`src/common/ssed_pkg.sv`:
```
// Package: register map, field positions and state codes of the scan state entry decoder
package ssed_pkg;
   // Register byte offsets on the Wishbone bus
   localparam logic [7:0] REG_CTRL     = 8'h00;
   localparam logic [7:0] REG_STATUS   = 8'h04;
   localparam logic [7:0] REG_DAC_SIX  = 8'h08;
   localparam logic [7:0] REG_DAC_SEV  = 8'h0C;
   localparam logic [7:0] REG_CNT_ONE  = 8'h10;
   localparam logic [7:0] REG_CNT_TWO  = 8'h14;
   localparam logic [7:0] REG_TABLE    = 8'h40;
   localparam int         ADR_W        = 8;
   localparam int         DAT_W        = 32;
   localparam int         SEL_W        = 4;

   // State entry table
   localparam int         NUM_STATES   = 8;
   localparam int         IDX_W        = 3;
   localparam int         ENTRY_W      = 16;
   localparam logic [15:0] ENTRY_RST   = 16'h0000;
   localparam logic [IDX_W-1:0] IDX_LAST = 3'h7;
   localparam logic [IDX_W-1:0] IDX_ONE  = 3'h1;

   // Fields of a timing state entry
   localparam int F_REP_HI   = 15;
   localparam int F_REP_LO   = 11;
   localparam int F_SLOW_CLK = 10;
   localparam int F_END      = 9;
   localparam int F_DAC      = 8;
   localparam int F_TEST_SET = 7;
   localparam int F_LATCH    = 6;
   localparam int F_FAST_ON  = 5;
   localparam int F_COMP     = 4;
   localparam int F_EXCITE   = 3;
   localparam int F_UNDAMP   = 2;
   localparam int F_CH_HI    = 1;
   localparam int F_CH_LO    = 0;
   localparam int REP_W      = 5;
   localparam logic [REP_W-1:0] REP_ZERO = 5'h00;
   localparam logic [REP_W-1:0] REP_ONE  = 5'h01;

   // Control register fields
   localparam int C_START     = 0;
   localparam int C_DAC_FORCE = 1;
   localparam int C_CMP_FORCE = 2;
   localparam int C_SAMPLE    = 3;
   localparam int C_TERM      = 4;
   localparam int C_OSC_SEL   = 5;
   localparam int C_Q6_EN     = 6;
   localparam int C_Q7_EN     = 7;
   localparam int C_C1_DN_EN  = 8;
   localparam int C_C1_UP_EN  = 9;
   localparam int C_C2_EN     = 10;
   localparam int C_TCH0_LO   = 12;
   localparam int C_TCH0_HI   = 13;
   localparam int C_TCH1_LO   = 14;
   localparam int C_TCH1_HI   = 15;
   localparam logic [15:0] CTRL_RST  = 16'h0000;
   localparam logic [15:0] CTRL_MASK = 16'hF7FE;

   // Status register fields
   localparam int S_RUN     = 0;
   localparam int S_IDX_LO  = 4;
   localparam int S_FLAG5   = 8;
   localparam int S_FLAG6   = 9;
   localparam int S_NXT_LO  = 16;

   // Processing machine table entry
   localparam int PSM_W     = 8;
   localparam int NXT_W     = 6;
   localparam int CNT_W     = 16;
   localparam int DAC_W     = 10;
   localparam int CH_W      = 2;
   localparam int NUM_CH    = 4;
   localparam logic [CNT_W-1:0] CNT_RST = 16'h0000;
   localparam logic [CNT_W-1:0] CNT_ONE = 16'h0001;
   localparam logic [DAC_W-1:0] DAC_RST = 10'h000;

   typedef enum logic [1:0] {
      SEQ_IDLE = 2'b01,
      SEQ_RUN  = 2'b10
   } ssed_seq_t;
endpackage

```
`src/common/ssed_dec_if.sv`:
```
// Interface between the sequencer top and the table entry decoder
`timescale 1ns/1ps
`default_nettype none
interface ssed_dec_if;
   import ssed_pkg::*;
   logic [PSM_W-1:0] entry;
   logic             q6_en;
   logic             q7_en;
   logic             cnt1_dn_en;
   logic             cnt1_up_en;
   logic             cnt2_en;
   logic [NXT_W-1:0] next_state;
   logic             set_flag5;
   logic             set_flag6;
   logic             cnt1_dec;
   logic             cnt1_inc;
   logic             cnt2_dec;
   logic             advance_now;

   modport dec (
      input  entry, q6_en, q7_en, cnt1_dn_en, cnt1_up_en, cnt2_en,
      output next_state, set_flag5, set_flag6, cnt1_dec, cnt1_inc, cnt2_dec, advance_now
   );
   modport user (
      output entry, q6_en, q7_en, cnt1_dn_en, cnt1_up_en, cnt2_en,
      input  next_state, set_flag5, set_flag6, cnt1_dec, cnt1_inc, cnt2_dec, advance_now
   );
endinterface
`default_nettype wire

```
`src/logic/ssed_psm_decode.sv`:
```
// Combinational decoder of one processing machine table entry byte
`timescale 1ns/1ps
`default_nettype none
module ssed_psm_decode
   import ssed_pkg::*;
(
   ssed_dec_if.dec d
);
   logic q6_eff;
   logic q7_eff;

   // Bit 7 only counts while bit 6 is enabled too
   assign q6_eff        = d.entry[6] & d.q6_en;
   assign q7_eff        = d.entry[7] & d.q6_en & d.q7_en;
   assign d.set_flag6   = d.entry[7];
   assign d.set_flag5   = d.entry[6];
   assign d.advance_now = q7_eff;
   assign d.next_state  = {d.entry[5], d.entry[4], d.entry[3],
                           d.entry[0], q7_eff, q6_eff};
   assign d.cnt1_dec    = d.entry[2] & d.cnt1_dn_en;
   assign d.cnt2_dec    = d.entry[2] & d.cnt2_en;
   assign d.cnt1_inc    = d.entry[1] & d.cnt1_up_en;
endmodule
`default_nettype wire

```
`src/logic/ssed_top.sv`:
```
// Scan timing state entry sequencer, front-end strobe decode and table entry decode
//
// Notes on behaviour
// - End bit set: sequence stops after this state; clear: next entry follows, except that the sequence also stops after the last entry.
// - Entry bit 8 turns the DAC on for the state unless global force-on.
// - Entry bit 7 picks test channel set one and DAC data seven, else zero/six.
// - Entry bit 6 enables the front-end output latches during the state.
// - Entry bit 5 keeps the fast clock running in slow-clocked states.
// - With the core oscillator as fast source, bit 5 forces it running.
// - Entry bit 4 powers the comparator unless global comparator force-on.
// - Bit 3 excites when sample mode 0, termination 1; samples in reverse case.
// - Bit 2 with termination undamps the selected channel; otherwise all damped.
// - Two low entry bits select input channel zero to three.
// - Entry byte bit 7 sets flag six; with both enables advances immediately.
// - Entry byte bit 6 sets flag five and, enabled, joins the next state.
// - Byte bits 5,4,3 give next-state bits 5,4,3; byte bit 0 gives bit 2.
// - Byte bit 2 decrements counter one and two when their enables are set.
// - Byte bit 1 increments counter one when its increment enable is set.
// - An end-of-sequence state lasts exactly one fast clock period.
// - A state lasts repeat count plus one cycles of its selected clock.
// - Bit 7 enable acts only while the bit 6 enable is also set.
`timescale 1ns/1ps
`default_nettype none
module ssed_top
   import ssed_pkg::*;
(
   input  wire logic               clk_i,
   input  wire logic               rst_i,
   input  wire logic               wb_cyc_i,
   input  wire logic               wb_stb_i,
   input  wire logic               wb_we_i,
   input  wire logic [ADR_W-1:0]   wb_adr_i,
   input  wire logic [SEL_W-1:0]   wb_sel_i,
   input  wire logic [DAT_W-1:0]   wb_dat_i,
   output logic      [DAT_W-1:0]   wb_dat_o,
   output logic                    wb_ack_o,
   input  wire logic               aclk_i,
   input  wire logic [PSM_W-1:0]   psm_entry_i,
   input  wire logic               psm_valid_i,
   output logic                    seq_active_o,
   output logic                    seq_end_o,
   output logic                    dac_on_o,
   output logic      [DAC_W-1:0]   dac_data_o,
   output logic                    test_set_o,
   output logic      [CH_W-1:0]    test_channel_o,
   output logic                    latch_en_o,
   output logic                    fast_clk_on_o,
   output logic                    osc_force_on_o,
   output logic                    comp_on_o,
   output logic                    excite_o,
   output logic                    sample_o,
   output logic      [NUM_CH-1:0]  undamp_o,
   output logic      [CH_W-1:0]    channel_o,
   output logic      [NXT_W-1:0]   psm_next_state_o,
   output logic                    psm_step_o
);
   ssed_dec_if dif ();

   logic [ENTRY_W-1:0] table_ff [NUM_STATES];
   logic [15:0]        ctrl_ff;
   logic [DAC_W-1:0]   dac_six_ff;
   logic [DAC_W-1:0]   dac_sev_ff;
   logic [CNT_W-1:0]   cnt1_ff;
   logic [CNT_W-1:0]   cnt2_ff;
   logic               flag5_ff;
   logic               flag6_ff;
   logic [NXT_W-1:0]   nxt_state_ff;
   logic               ack_ff;
   logic [DAT_W-1:0]   rdat_ff;
   logic               aclk_s1_ff;
   logic               aclk_s2_ff;
   logic               aclk_s3_ff;
   logic               aclk_lvl_ff;
   ssed_seq_t          seq_ff;
   logic [IDX_W-1:0]   idx_ff;
   logic [REP_W-1:0]   rep_ff;
   logic               start_ff;

   logic               wr_stb;
   logic               rd_stb;
   logic [DAT_W-1:0]   lane_mask;
   logic [DAT_W-1:0]   nxt_rdat;
   logic               aclk_rise;
   logic [ENTRY_W-1:0] cur;
   logic               running;
   logic               tick;
   logic               state_done;
   logic               seq_stop;
   logic               wr_status;

   // Bus request taken once; ack_ff blocks a second take during the ack cycle
   assign wr_stb    = wb_cyc_i & wb_stb_i & wb_we_i & ~ack_ff;
   assign rd_stb    = wb_cyc_i & wb_stb_i & ~wb_we_i & ~ack_ff;
   assign wr_status = wr_stb & (wb_adr_i == REG_STATUS);

   genvar gb;
   generate
      for (gb = 0; gb < SEL_W; gb++) begin : g_lane
         assign lane_mask[gb*8 +: 8] = {8{wb_sel_i[gb]}};
      end
   endgenerate

   function automatic logic [15:0] merge16(input logic [15:0] old_v,
                                          input logic [DAT_W-1:0] dat,
                                          input logic [DAT_W-1:0] msk);
      merge16 = (old_v & ~msk[15:0]) | (dat[15:0] & msk[15:0]);
   endfunction

   always_ff @(posedge clk_i) begin
      if (rst_i) begin
         ack_ff <= 1'b0;
      end else begin
         ack_ff <= wb_cyc_i & wb_stb_i & ~ack_ff;
      end
   end

   always_ff @(posedge clk_i) begin
      if (rst_i) begin
         rdat_ff <= 32'h0000_0000;
      end else if (rd_stb) begin
         rdat_ff <= nxt_rdat;
      end
   end

   // Read mux; unmapped addresses read zero and still get an ack
   always_comb begin
      nxt_rdat = 32'h0000_0000;
      if (wb_adr_i >= REG_TABLE &&
          wb_adr_i < REG_TABLE + ADR_W'(4 * NUM_STATES) && wb_adr_i[1:0] == 2'h0) begin
         nxt_rdat[ENTRY_W-1:0] = table_ff[wb_adr_i[IDX_W+1:2]];
      end else begin
         case (wb_adr_i)
            REG_CTRL:    nxt_rdat[15:0] = ctrl_ff;
            REG_STATUS: begin
               nxt_rdat[S_RUN]                  = running;
               nxt_rdat[S_IDX_LO +: IDX_W]      = idx_ff;
               nxt_rdat[S_FLAG5]                = flag5_ff;
               nxt_rdat[S_FLAG6]                = flag6_ff;
               nxt_rdat[S_NXT_LO +: NXT_W]      = nxt_state_ff;
            end
            REG_DAC_SIX: nxt_rdat[DAC_W-1:0] = dac_six_ff;
            REG_DAC_SEV: nxt_rdat[DAC_W-1:0] = dac_sev_ff;
            REG_CNT_ONE: nxt_rdat[CNT_W-1:0] = cnt1_ff;
            REG_CNT_TWO: nxt_rdat[CNT_W-1:0] = cnt2_ff;
            default:     nxt_rdat = 32'h0000_0000;
         endcase
      end
   end

   assign wb_ack_o = ack_ff;
   assign wb_dat_o = rdat_ff;

   // Entry table, one flip-flop word per state
   genvar gs;
   generate
      for (gs = 0; gs < NUM_STATES; gs++) begin : g_tab
         always_ff @(posedge clk_i) begin
            if (rst_i) begin
               table_ff[gs] <= ENTRY_RST;
            end else if (wr_stb && wb_adr_i == REG_TABLE + ADR_W'(4 * gs)) begin
               table_ff[gs] <= merge16(table_ff[gs], wb_dat_i, lane_mask);
            end
         end
      end
   endgenerate

   // Start bit is not stored; it only launches a sequence
   always_ff @(posedge clk_i) begin
      if (rst_i) begin
         ctrl_ff  <= CTRL_RST;
         start_ff <= 1'b0;
      end else begin
         start_ff <= 1'b0;
         if (wr_stb && wb_adr_i == REG_CTRL) begin
            ctrl_ff  <= merge16(ctrl_ff, wb_dat_i, lane_mask) & CTRL_MASK;
            start_ff <= wb_dat_i[C_START] & wb_sel_i[0];
         end
      end
   end

   always_ff @(posedge clk_i) begin
      if (rst_i) begin
         dac_six_ff <= DAC_RST;
         dac_sev_ff <= DAC_RST;
      end else if (wr_stb) begin
         if (wb_adr_i == REG_DAC_SIX) begin
            dac_six_ff <= DAC_W'(merge16(16'(dac_six_ff), wb_dat_i, lane_mask));
         end
         if (wb_adr_i == REG_DAC_SEV) begin
            dac_sev_ff <= DAC_W'(merge16(16'(dac_sev_ff), wb_dat_i, lane_mask));
         end
      end
   end

   // Slow clock: three stages, a change counts once stages two and three agree
   always_ff @(posedge clk_i) begin
      if (rst_i) begin
         aclk_s1_ff  <= 1'b0;
         aclk_s2_ff  <= 1'b0;
         aclk_s3_ff  <= 1'b0;
         aclk_lvl_ff <= 1'b0;
      end else begin
         aclk_s1_ff <= aclk_i;
         aclk_s2_ff <= aclk_s1_ff;
         aclk_s3_ff <= aclk_s2_ff;
         if (aclk_s2_ff == aclk_s3_ff) begin
            aclk_lvl_ff <= aclk_s3_ff;
         end
      end
   end

   assign aclk_rise = (aclk_s2_ff == aclk_s3_ff) & aclk_s3_ff & ~aclk_lvl_ff;

   // Sequencer: clk_i is the fast clock period
   assign running    = (seq_ff == SEQ_RUN);
   assign cur        = table_ff[idx_ff];
   assign tick       = cur[F_SLOW_CLK] ? aclk_rise : 1'b1;
   assign state_done = tick & (rep_ff == cur[F_REP_HI:F_REP_LO]);
   // End state always ends on the first fast edge, whatever its clock and count
   assign seq_stop   = running & (cur[F_END] | (state_done & idx_ff == IDX_LAST));

   always_ff @(posedge clk_i) begin
      if (rst_i) begin
         seq_ff <= SEQ_IDLE;
         idx_ff <= '0;
         rep_ff <= REP_ZERO;
      end else begin
         case (seq_ff)
            SEQ_IDLE: begin
               if (start_ff) begin
                  seq_ff <= SEQ_RUN;
                  idx_ff <= '0;
                  rep_ff <= REP_ZERO;
               end
            end
            SEQ_RUN: begin
               if (seq_stop) begin
                  seq_ff <= SEQ_IDLE;
                  rep_ff <= REP_ZERO;
               end else if (state_done) begin
                  idx_ff <= idx_ff + IDX_ONE;
                  rep_ff <= REP_ZERO;
               end else if (tick) begin
                  rep_ff <= rep_ff + REP_ONE;
               end
            end
            default: begin
               seq_ff <= SEQ_IDLE;
            end
         endcase
      end
   end

   // Front-end strobes, registered from the current entry
   always_ff @(posedge clk_i) begin
      if (rst_i) begin
         seq_active_o   <= 1'b0;
         seq_end_o      <= 1'b0;
         dac_on_o       <= 1'b0;
         dac_data_o     <= DAC_RST;
         test_set_o     <= 1'b0;
         test_channel_o <= '0;
         latch_en_o     <= 1'b0;
         fast_clk_on_o  <= 1'b0;
         osc_force_on_o <= 1'b0;
         comp_on_o      <= 1'b0;
         excite_o       <= 1'b0;
         sample_o       <= 1'b0;
         channel_o      <= '0;
      end else begin
         seq_active_o   <= running;
         seq_end_o      <= seq_stop;
         dac_on_o       <= ctrl_ff[C_DAC_FORCE] | (running & cur[F_DAC]);
         test_set_o     <= cur[F_TEST_SET];
         dac_data_o     <= cur[F_TEST_SET] ? dac_sev_ff : dac_six_ff;
         test_channel_o <= cur[F_TEST_SET] ? ctrl_ff[C_TCH1_HI:C_TCH1_LO]
                                           : ctrl_ff[C_TCH0_HI:C_TCH0_LO];
         latch_en_o     <= running & cur[F_LATCH];
         // Slow-clocked states need bit 5 to keep the fast source alive
         fast_clk_on_o  <= running & (~cur[F_SLOW_CLK] | cur[F_FAST_ON]);
         osc_force_on_o <= running & ctrl_ff[C_OSC_SEL]
                           & (~cur[F_SLOW_CLK] | cur[F_FAST_ON]);
         comp_on_o      <= ctrl_ff[C_CMP_FORCE] | (running & cur[F_COMP]);
         excite_o       <= running & cur[F_EXCITE] & ~ctrl_ff[C_SAMPLE]
                           & ctrl_ff[C_TERM];
         sample_o       <= running & cur[F_EXCITE] & ctrl_ff[C_SAMPLE]
                           & ~ctrl_ff[C_TERM];
         channel_o      <= cur[F_CH_HI:F_CH_LO];
      end
   end

   // Undamping is not tied to the excite bit: software keeps them consistent
   genvar gc;
   generate
      for (gc = 0; gc < NUM_CH; gc++) begin : g_ch
         always_ff @(posedge clk_i) begin
            if (rst_i) begin
               undamp_o[gc] <= 1'b0;
            end else begin
               undamp_o[gc] <= running & cur[F_UNDAMP] & ctrl_ff[C_TERM]
                               & (cur[F_CH_HI:F_CH_LO] == CH_W'(gc));
            end
         end
      end
   endgenerate

   // Table entry decode
   assign dif.entry      = psm_entry_i;
   assign dif.q6_en      = ctrl_ff[C_Q6_EN];
   assign dif.q7_en      = ctrl_ff[C_Q7_EN];
   assign dif.cnt1_dn_en = ctrl_ff[C_C1_DN_EN];
   assign dif.cnt1_up_en = ctrl_ff[C_C1_UP_EN];
   assign dif.cnt2_en    = ctrl_ff[C_C2_EN];

   ssed_psm_decode u_dec (
      .d (dif.dec)
   );

   // Step waits for the sequencer end unless the immediate-advance case applies
   always_ff @(posedge clk_i) begin
      if (rst_i) begin
         nxt_state_ff <= '0;
         psm_step_o   <= 1'b0;
      end else begin
         psm_step_o <= psm_valid_i & (dif.advance_now | seq_stop);
         if (psm_valid_i) begin
            nxt_state_ff <= dif.next_state;
         end
      end
   end

   assign psm_next_state_o = nxt_state_ff;

   // Sticky flags: a new set wins over a write-one clear in the same cycle
   always_ff @(posedge clk_i) begin
      if (rst_i) begin
         flag5_ff <= 1'b0;
         flag6_ff <= 1'b0;
      end else begin
         flag5_ff <= (psm_valid_i & dif.set_flag5)
                     | (flag5_ff & ~(wr_status & wb_sel_i[1] & wb_dat_i[S_FLAG5]));
         flag6_ff <= (psm_valid_i & dif.set_flag6)
                     | (flag6_ff & ~(wr_status & wb_sel_i[1] & wb_dat_i[S_FLAG6]));
      end
   end

   // Increment and decrement together leave counter one unchanged
   always_ff @(posedge clk_i) begin
      if (rst_i) begin
         cnt1_ff <= CNT_RST;
         cnt2_ff <= CNT_RST;
      end else if (psm_valid_i) begin
         if (dif.cnt1_inc & ~dif.cnt1_dec) begin
            cnt1_ff <= cnt1_ff + CNT_ONE;
         end else if (dif.cnt1_dec & ~dif.cnt1_inc) begin
            cnt1_ff <= cnt1_ff - CNT_ONE;
         end
         if (dif.cnt2_dec) begin
            cnt2_ff <= cnt2_ff - CNT_ONE;
         end
      end
   end
endmodule
`default_nettype wire

```
`config.mk`:
```
export PLATFORM = sky130hd
export DESIGN_NAME = ssed_top
export DESIGN_NICKNAME = d
export VERILOG_FILES = /design/src/common/ssed_pkg.sv /design/src/common/ssed_dec_if.sv /design/src/logic/ssed_psm_decode.sv /design/src/logic/ssed_top.sv
export SDC_FILE = /design/constraint.sdc
export NUM_CORES = 1
export LEC_CHECK = 0
export ABC_AREA = 1
export BUFFER_PORTS_ARGS = -buffer_cell sky130_fd_sc_hd__buf_2
export CAP_MARGIN = 20
export CORE_MARGIN = 2
export CORE_UTILIZATION = 37
export CTS_CLUSTER_DIAMETER = 150
export DETAILED_ROUTE_END_ITERATION = 8
export PLACE_DENSITY = 0.61
export SLEW_MARGIN = 5
export SYNTH_ARGS = -nofsm -noshare
export SYNTH_HDL_FRONTEND = slang
export SYNTH_SLANG_ARGS = --single-unit
```
`constraint.sdc`:
```
create_clock -name clk_i -period 2.7 [get_ports clk_i]
set_input_delay 0.135 -clock clk_i [delete_from_list [all_inputs] [get_ports clk_i]]
set_output_delay 0.135 -clock clk_i [all_outputs]
set_load 0.01 [all_outputs]
```
==> results of run 1 <==
==> repair_timing <==
item                       in CTS  in global routing
hold endpoints to repair       52                  0
setup buffers                   0                  2
hold buffers                   28                  0
setup endpoints to repair       0                163
resized for setup               0                  7
==> metrics by stage <==
| stage | setup slack, ps | cell area [um2] | hold slack (ps) |
|---|---|---|---|
| 2_1_floorplan | 162 | 14000 | 242 |
| 3_3_place_gp | 96.3 | 15300 | 349 |
| 3_5_place_dp | 29.5 | 15300 | 366 |
| 4_1_cts | 11.5 | 16600 | 26.6 |
| 5_1_grt | -28.0 | 16600 | 38.7 |
| 6_report | 183 | 16600 | 33.0 |
==> cell type report <==
type                    instances  area share
well taps                     511      0.0384
multi-input cells            1193       0.365
inverters                     214      0.0483
clock inverters                 8     0.00331
flip-flops and latches        272       0.404
clock buffers                  50      0.0580
repair buffers                206      0.0832
==> Yosys cell counts (7+ instances only) <==
cell type / instances / share of area
nor2_1: 258 / 0.069
a21oi_1: 242 / 0.087
nand2_1: 226 / 0.061
inv_1: 205 / 0.055
dfxtp_1: 144 / 0.21
o21ai_0: 144 / 0.051
edfxtp_1: 128 / 0.27
nand3_1: 88 / 0.031
clkbuf_1: 60 / 0.016
ha_1: 22 / 0.020
buf_2: 21 / 0.0075
o221ai_1: 21 / 0.013
o22ai_1: 20 / 0.0089
a22oi_1: 17 / 0.0091
nor3_1: 17 / 0.0061
a211oi_1: 15 / 0.0080
buf_4: 15 / 0.0080
nand4_1: 14 / 0.0063
xor2_1: 13 / 0.0081
o211ai_1: 12 / 0.0064
a31oi_1: 11 / 0.0049
o2111ai_1: 10 / 0.0063
inv_2: 8 / 0.0021
a221oi_1: 7 / 0.0044
==> cells by family after synthesis <==
kind of cell | Yosys count | share of synthesized area
buffers and inverters | 315 | 0.0904
AO/OA/AOI/OAI | 514 | 0.208
flip-flops | 272 | 0.481
AND/OR/NAND/NOR | 627 | 0.188
XOR/XNOR | 19 | 0.0119
adder cells (fa/ha/maj) | 23 | 0.0211
other | 1 | 0.000268
==> power groups by stage <==
stage / clock, mW / sequential (mW) / combinational [mW]
CTS: 4.27 / 4.47 / 0.686
floorplan: 0 / 4.55 / 0.378
global route: 4.43 / 4.48 / 0.764
global placement: 0 / 4.55 / 0.650
finish: 4.19 / 4.47 / 0.699
detailed placement: 0 / 4.56 / 0.652
==> critical path, cell delays in order <==
cell and delay [ps]:
dlygate4sd3_1 520, buf_2 100, nand2_1 40, dlygate4sd3_1 540, nor2_1 90, inv_1 90, nor2_1 280, inv_2 190
nor3_4 270, buf_4 160, nand2_1 40, nand2_1 90, buf_4 250
==> routing by layer <==
metal / up-vias / global-route usage / share of wire
met4: 0 / 0.0835 / 0.032
met2: 631 / 0.380 / 0.46
met1: 6203 / 0.320 / 0.43
met5: - / 0 / 0
li1: 6332 / - / -
met3: 92 / 0.0387 / 0.086
==> path summary, 6_finish.rpt <==
| check | cells past startpoint | startpoint | to | slack (ps) |
|---|---|---|---|---|
| max reg2reg | 16 | flip-flop | cnt1_ff[12]$_SDFFE_PP0P_ | 230 |
| max | 13 | wb_stb_i | table_ff[5][4]$_SDFFCE_PN0P_ | 180 |
| min reg2reg | 2 | aclk_s1_ff$_SDFF_PP0_ | aclk_s2_ff$_SDFF_PP0_ | 410 |
| min | 4 | psm_valid_i | cnt2_ff[0]$_SDFFE_PP0P_ | 30 |
==> impl_metrics.py, run 1 <==
metrics = {
    "sta": {
        "finalCritPeriodShare": 0.932,
        "clock_skew_ps": 31.9,
        "tightest_slew_ps": 700,
        "period_needed_ps": 2520,
        "finalHoldViolations": 0,
        "setup_viol": 0,
        "fmax_mhz": 397,
        "grt_setup_unrepaired": "true",
        "relSlewSlack": 0.528,
        "finalMaxSlewViolations": 0,
        "finalSetupTns_ps": 0,
    },
    "pwr": {
        "power_density_nw_per_um2": 563,
        "combPwrFrac": 0.075,
        "p_int_mw": 7.07,
        "power.leakage_nw": 6.88,
        "power.total_mw": 9.37,
        "p_sw_mw": 2.29,
        "p_sw_frac": 0.245,
        "pwr-share-clk": 0.448,
        "seq_power_share": 0.478,
        "vdd_ir_drop_max_v": 0.000378,
    },
    "routing": {
        "drt_iter0_markers": 1570,
        "postRouteAntennaNets": 0,
        "wl_per_cell_um": 19.2,
        "drtPass1Iterations": 5,
        "viasPerCell": 5.40,
        "routed_wl_um": 47100,
        "vias": 13300,
        "drc": 0,
    },
    "setup_path": {
        "critPathMaxFanout": 10,
        "crit_path_end_kind": "flip-flop",
        "start_kind": "input pin",
        "arrival_ps": 2810,
        "critical_path_class": "input pin to flip-flop",
        "crit_required_ps": 3000,
    },
    "floorplan": {
        "io_pins": 127,
        "core_um2": 37500,
        "start_util": 0.373,
        "rows": 71,
        "design.die.area_um2": 39400,
        "dieHeight_um": 199,
        "die_w_um": 199,
    },
    "layout": {
        "diodes": 0,
        "final_cell_mix": "nor2_1 (257), a21oi_1 (240), nand2_1 (226), inv_1 (200), o21ai_0 (144)",
        "drive_above_1_share": 0.136,
        "finalCoreUtilization": 0.444,
        "multi_input_area_um2": 6070,
        "nNetsFinal": 2000,
        "regArea_um2": 6730,
        "area_delta_synth_final_pct": 18.9,
        "mostFrequentLayoutCell": "nor2_1",
        "fillCellCount": 3779,
        "instances_no_fill": 2454,
    },
    "placement": {
        "portBuffers": 98,
        "place_inst": 2366,
        "gp_congestion": 0.905,
        "dp_hpwl_um": 33100,
    },
    "clock_tree": {
        "worst_skew_pair.late_latency_ps": 600,
        "path_clk_slew_ps": 60,
        "numClockSinks": 272,
        "cts_tree": "done",
        "cts_buffers": 31,
        "h-tree-depth": 1,
        "root_buffer": "clkbuf_16",
        "cts_buffer_depth": 3,
    },
    "grt": {
        "antenna_found_initial": 0,
        "grt-ovfl-total": 0,
        "first_global_vias": 12300,
        "grt.total_usage": 0.236,
        "grt_pass1_wl_um": 71800,
        "grt_max_degree": 65,
    },
    "synth": {
        "synthArstFlopShare": 0,
        "synth-edff-count": 128,
        "ys_types": 50,
        "synth_flop_cell": "dfxtp_1",
        "synth_seq_area_share": 0.481,
        "ys_ff_latch": 272,
        "syn_inst": 1771,
        "avgSynthCellArea_um2": 7.90,
        "netlist_area_um2": 14000,
        "yosys_warnings": 0,
    },
    "outcome": {
        "outcome": "finished clean",
    },
    "job": {
        "max_cap_violations": 0,
    },
    "hold_path": {
        "hold_path.class": "input pin to flip-flop",
    },
}
No activity file was read; power rests on OpenSTA's default activity.
==> run 2: changes to the inputs <==
--- a/config.mk
+++ b/config.mk
@@ -13,6 +13,7 @@
 export CTS_CLUSTER_DIAMETER = 150
 export DETAILED_ROUTE_END_ITERATION = 8
 export PLACE_DENSITY = 0.61
+export RECOVER_POWER = 100
 export SLEW_MARGIN = 5
 export SYNTH_ARGS = -nofsm -noshare
 export SYNTH_HDL_FRONTEND = slang
==> impl_metrics.py, run 2 (synthesis gave the netlist of run 1 again) <==
metrics = {
    "layout": {
        "nNetsFinal": 2000,
        "mostFrequentLayoutCell": "nor2_1",
        "area_delta_synth_final_pct": 17.4,
        "fillCellCount": 3853,
        "drive_above_1_share": 0.0978,
        "diodes": 0,
        "final_cell_mix": "nor2_1 (258), a21oi_1 (241), nand2_1 (228), inv_1 (202)",
        "postLayoutCellArea_um2": 16400,
    },
    "pwr": {
        "p_int_mw": 7.06,
        "vdd_ir_drop_max_v": 0.000381,
        "p_sw_mw": 2.30,
        "pwr-share-clk": 0.449,
        "power.total_mw": 9.36,
        "power_density_nw_per_um2": 569,
        "seq_power_share": 0.478,
        "p_sw_frac": 0.245,
        "power.leakage_nw": 6.58,
        "combPwrFrac": 0.073,
    },
    "sta": {
        "period_needed_ps": 2590,
        "finalHoldViolations": 0,
        "layout_setup_ws_ps": 115,
        "relSlewSlack": 0.178,
        "finalMaxSlewViolations": 0,
        "finalCritPeriodShare": 0.958,
        "holdWs_ps": 58.4,
        "finalSetupTns_ps": 0,
        "grt_setup_unrepaired": "true",
        "setup_viol": 0,
        "clock_skew_ps": 31.2,
        "tightest_slew_ps": 1230,
        "fmax_mhz": 387,
    },
    "grt": {
        "grt.total_usage": 0.236,
        "grt_max_degree": 65,
        "antenna_found_initial": 0,
        "first_global_vias": 12300,
        "grt-ovfl-total": 0,
        "grt_pass1_wl_um": 71800,
    },
    "clock_tree": {
        "cts_buffers": 31,
        "root_buffer": "clkbuf_16",
        "path_clk_slew_ps": 60,
        "cts_tree": "done",
        "numClockSinks": 272,
        "worst_skew_pair.late_latency_ps": 600,
        "cts_buffer_depth": 3,
        "h-tree-depth": 1,
    },
    "routing": {
        "wl_per_cell_um": 19.2,
        "postRouteAntennaNets": 0,
        "drc": 0,
        "routed_wl_um": 47200,
        "viasPerCell": 5.43,
        "vias": 13300,
        "drtPass1Iterations": 8,
        "drt_iter0_markers": 1504,
    },
    "outcome": {
        "outcome": "finished clean",
    },
    "floorplan": {
        "dieHeight_um": 199,
        "design.die.area_um2": 39400,
        "rows": 71,
        "core_um2": 37500,
        "start_util": 0.373,
        "die_w_um": 199,
        "io_pins": 127,
    },
    "hold_path": {
        "hold_path.class": "input pin to flip-flop",
    },
    "setup_path": {
        "critPathMaxFanout": 16,
        "critical-path-max-stage-delay_ps": 540,
        "slowest_stage": "dlygate4sd3_1",
        "ff2ff_setup_slack_ps": 210,
        "arrival_ps": 3010,
        "crit_path_end_kind": "flip-flop",
        "crit_required_ps": 3130,
        "start_kind": "input pin",
        "path_cells": "dlygate4sd3_1 -> buf_2 -> nand2_1 -> dlygate4sd3_1 -> nor2_1 -> inv_1 -> nor2_1 -> inv_2 -> nor3_4 -> buf_4 -> nand3_1 -> clkbuf_2 -> nor2_1",
        "path_delay_family": "buffers and inverters",
        "critical_path_class": "input pin to flip-flop",
        "crit_top_cell": "nor2_1",
        "path_buf_inv": 7,
    },
    "placement": {
        "gp_congestion": 0.905,
        "portBuffers": 98,
        "postPlaceCellArea_um2": 15300,
        "dp_hpwl_um": 33100,
        "pre_cts_slack_ps": 29.5,
    },
    "job": {
        "max_cap_violations": 0,
    },
}
[run 2: path summary, 6_finish.rpt]
kind | startpoint | endpoint | depth (start not counted)
worst max-delay path | wb_stb_i | table_ff[7][13]$_SDFFCE_PN0P_ | 13
worst min register to register | aclk_s1_ff$_SDFF_PP0_ | aclk_s2_ff$_SDFF_PP0_ | 2
worst max register to register | flip-flop | idx_ff[1]$_SDFFE_PP0N_ | 13
worst min-delay path | psm_valid_i | flag5_ff$_SDFF_PP0_ | 4
[run 2: tightest hold or removal path, delay by kind of cell]
kind,cells,cell delay [ps]
buf+inv,2,310
simple gates,1,70
compound gates,1,60
[run 2: repair_timing]
action	4_1_cts	5_1_grt
hold buffers	28	0
resized for setup	0	7
endpoints found under the setup margin	0	163
hold endpoints to repair	52	0
buffers inserted	0	2
[run 2: layer usage]
| layer | share of wire | global-route usage | wire (um) | vias up |
|---|---|---|---|---|
| li1 | - | - | - | 6329 |
| met1 | 0.42 | 0.320 | 19800 | 6239 |
| met2 | 0.46 | 0.380 | 21500 | 663 |
| met3 | 0.094 | 0.0387 | 4430 | 101 |
| met4 | 0.032 | 0.0835 | 1490 | 0 |
| met5 | 0 | 0 | 0 | - |
[run 2: cell type report]
| class | count | area (um2) | share of cell area |
|---|---|---|---|
| clock buffer | 50 | 965 | 0.0587 |
| tap | 511 | 639 | 0.0389 |
| multi-input combinational | 1193 | 6010 | 0.366 |
| clock inverter | 8 | 55.1 | 0.00335 |
| sequential | 272 | 6730 | 0.409 |
| inverter | 214 | 803 | 0.0489 |
| timing repair buffer | 206 | 1240 | 0.0753 |
[run 2: per-stage QoR]
stage / utilization / std cells
finish: 0.439 / 2454
global placement: 0.408 / 2366
detailed placement: 0.408 / 2366
global route: 0.439 / 2454
CTS: 0.443 / 2452
floorplan: - / 1780
[run 2: power groups by stage]
| stage | Sequential [mW] | Clock [mW] | Combinational (mW) |
|---|---|---|---|
| 2_1_floorplan | 4.55 | 0 | 0.378 |
| 3_3_place_gp | 4.55 | 0 | 0.650 |
| 3_5_place_dp | 4.56 | 0 | 0.652 |
| 4_1_cts | 4.47 | 4.27 | 0.686 |
| 5_1_grt | 4.48 | 4.43 | 0.748 |
| 6_report | 4.47 | 4.20 | 0.683 |
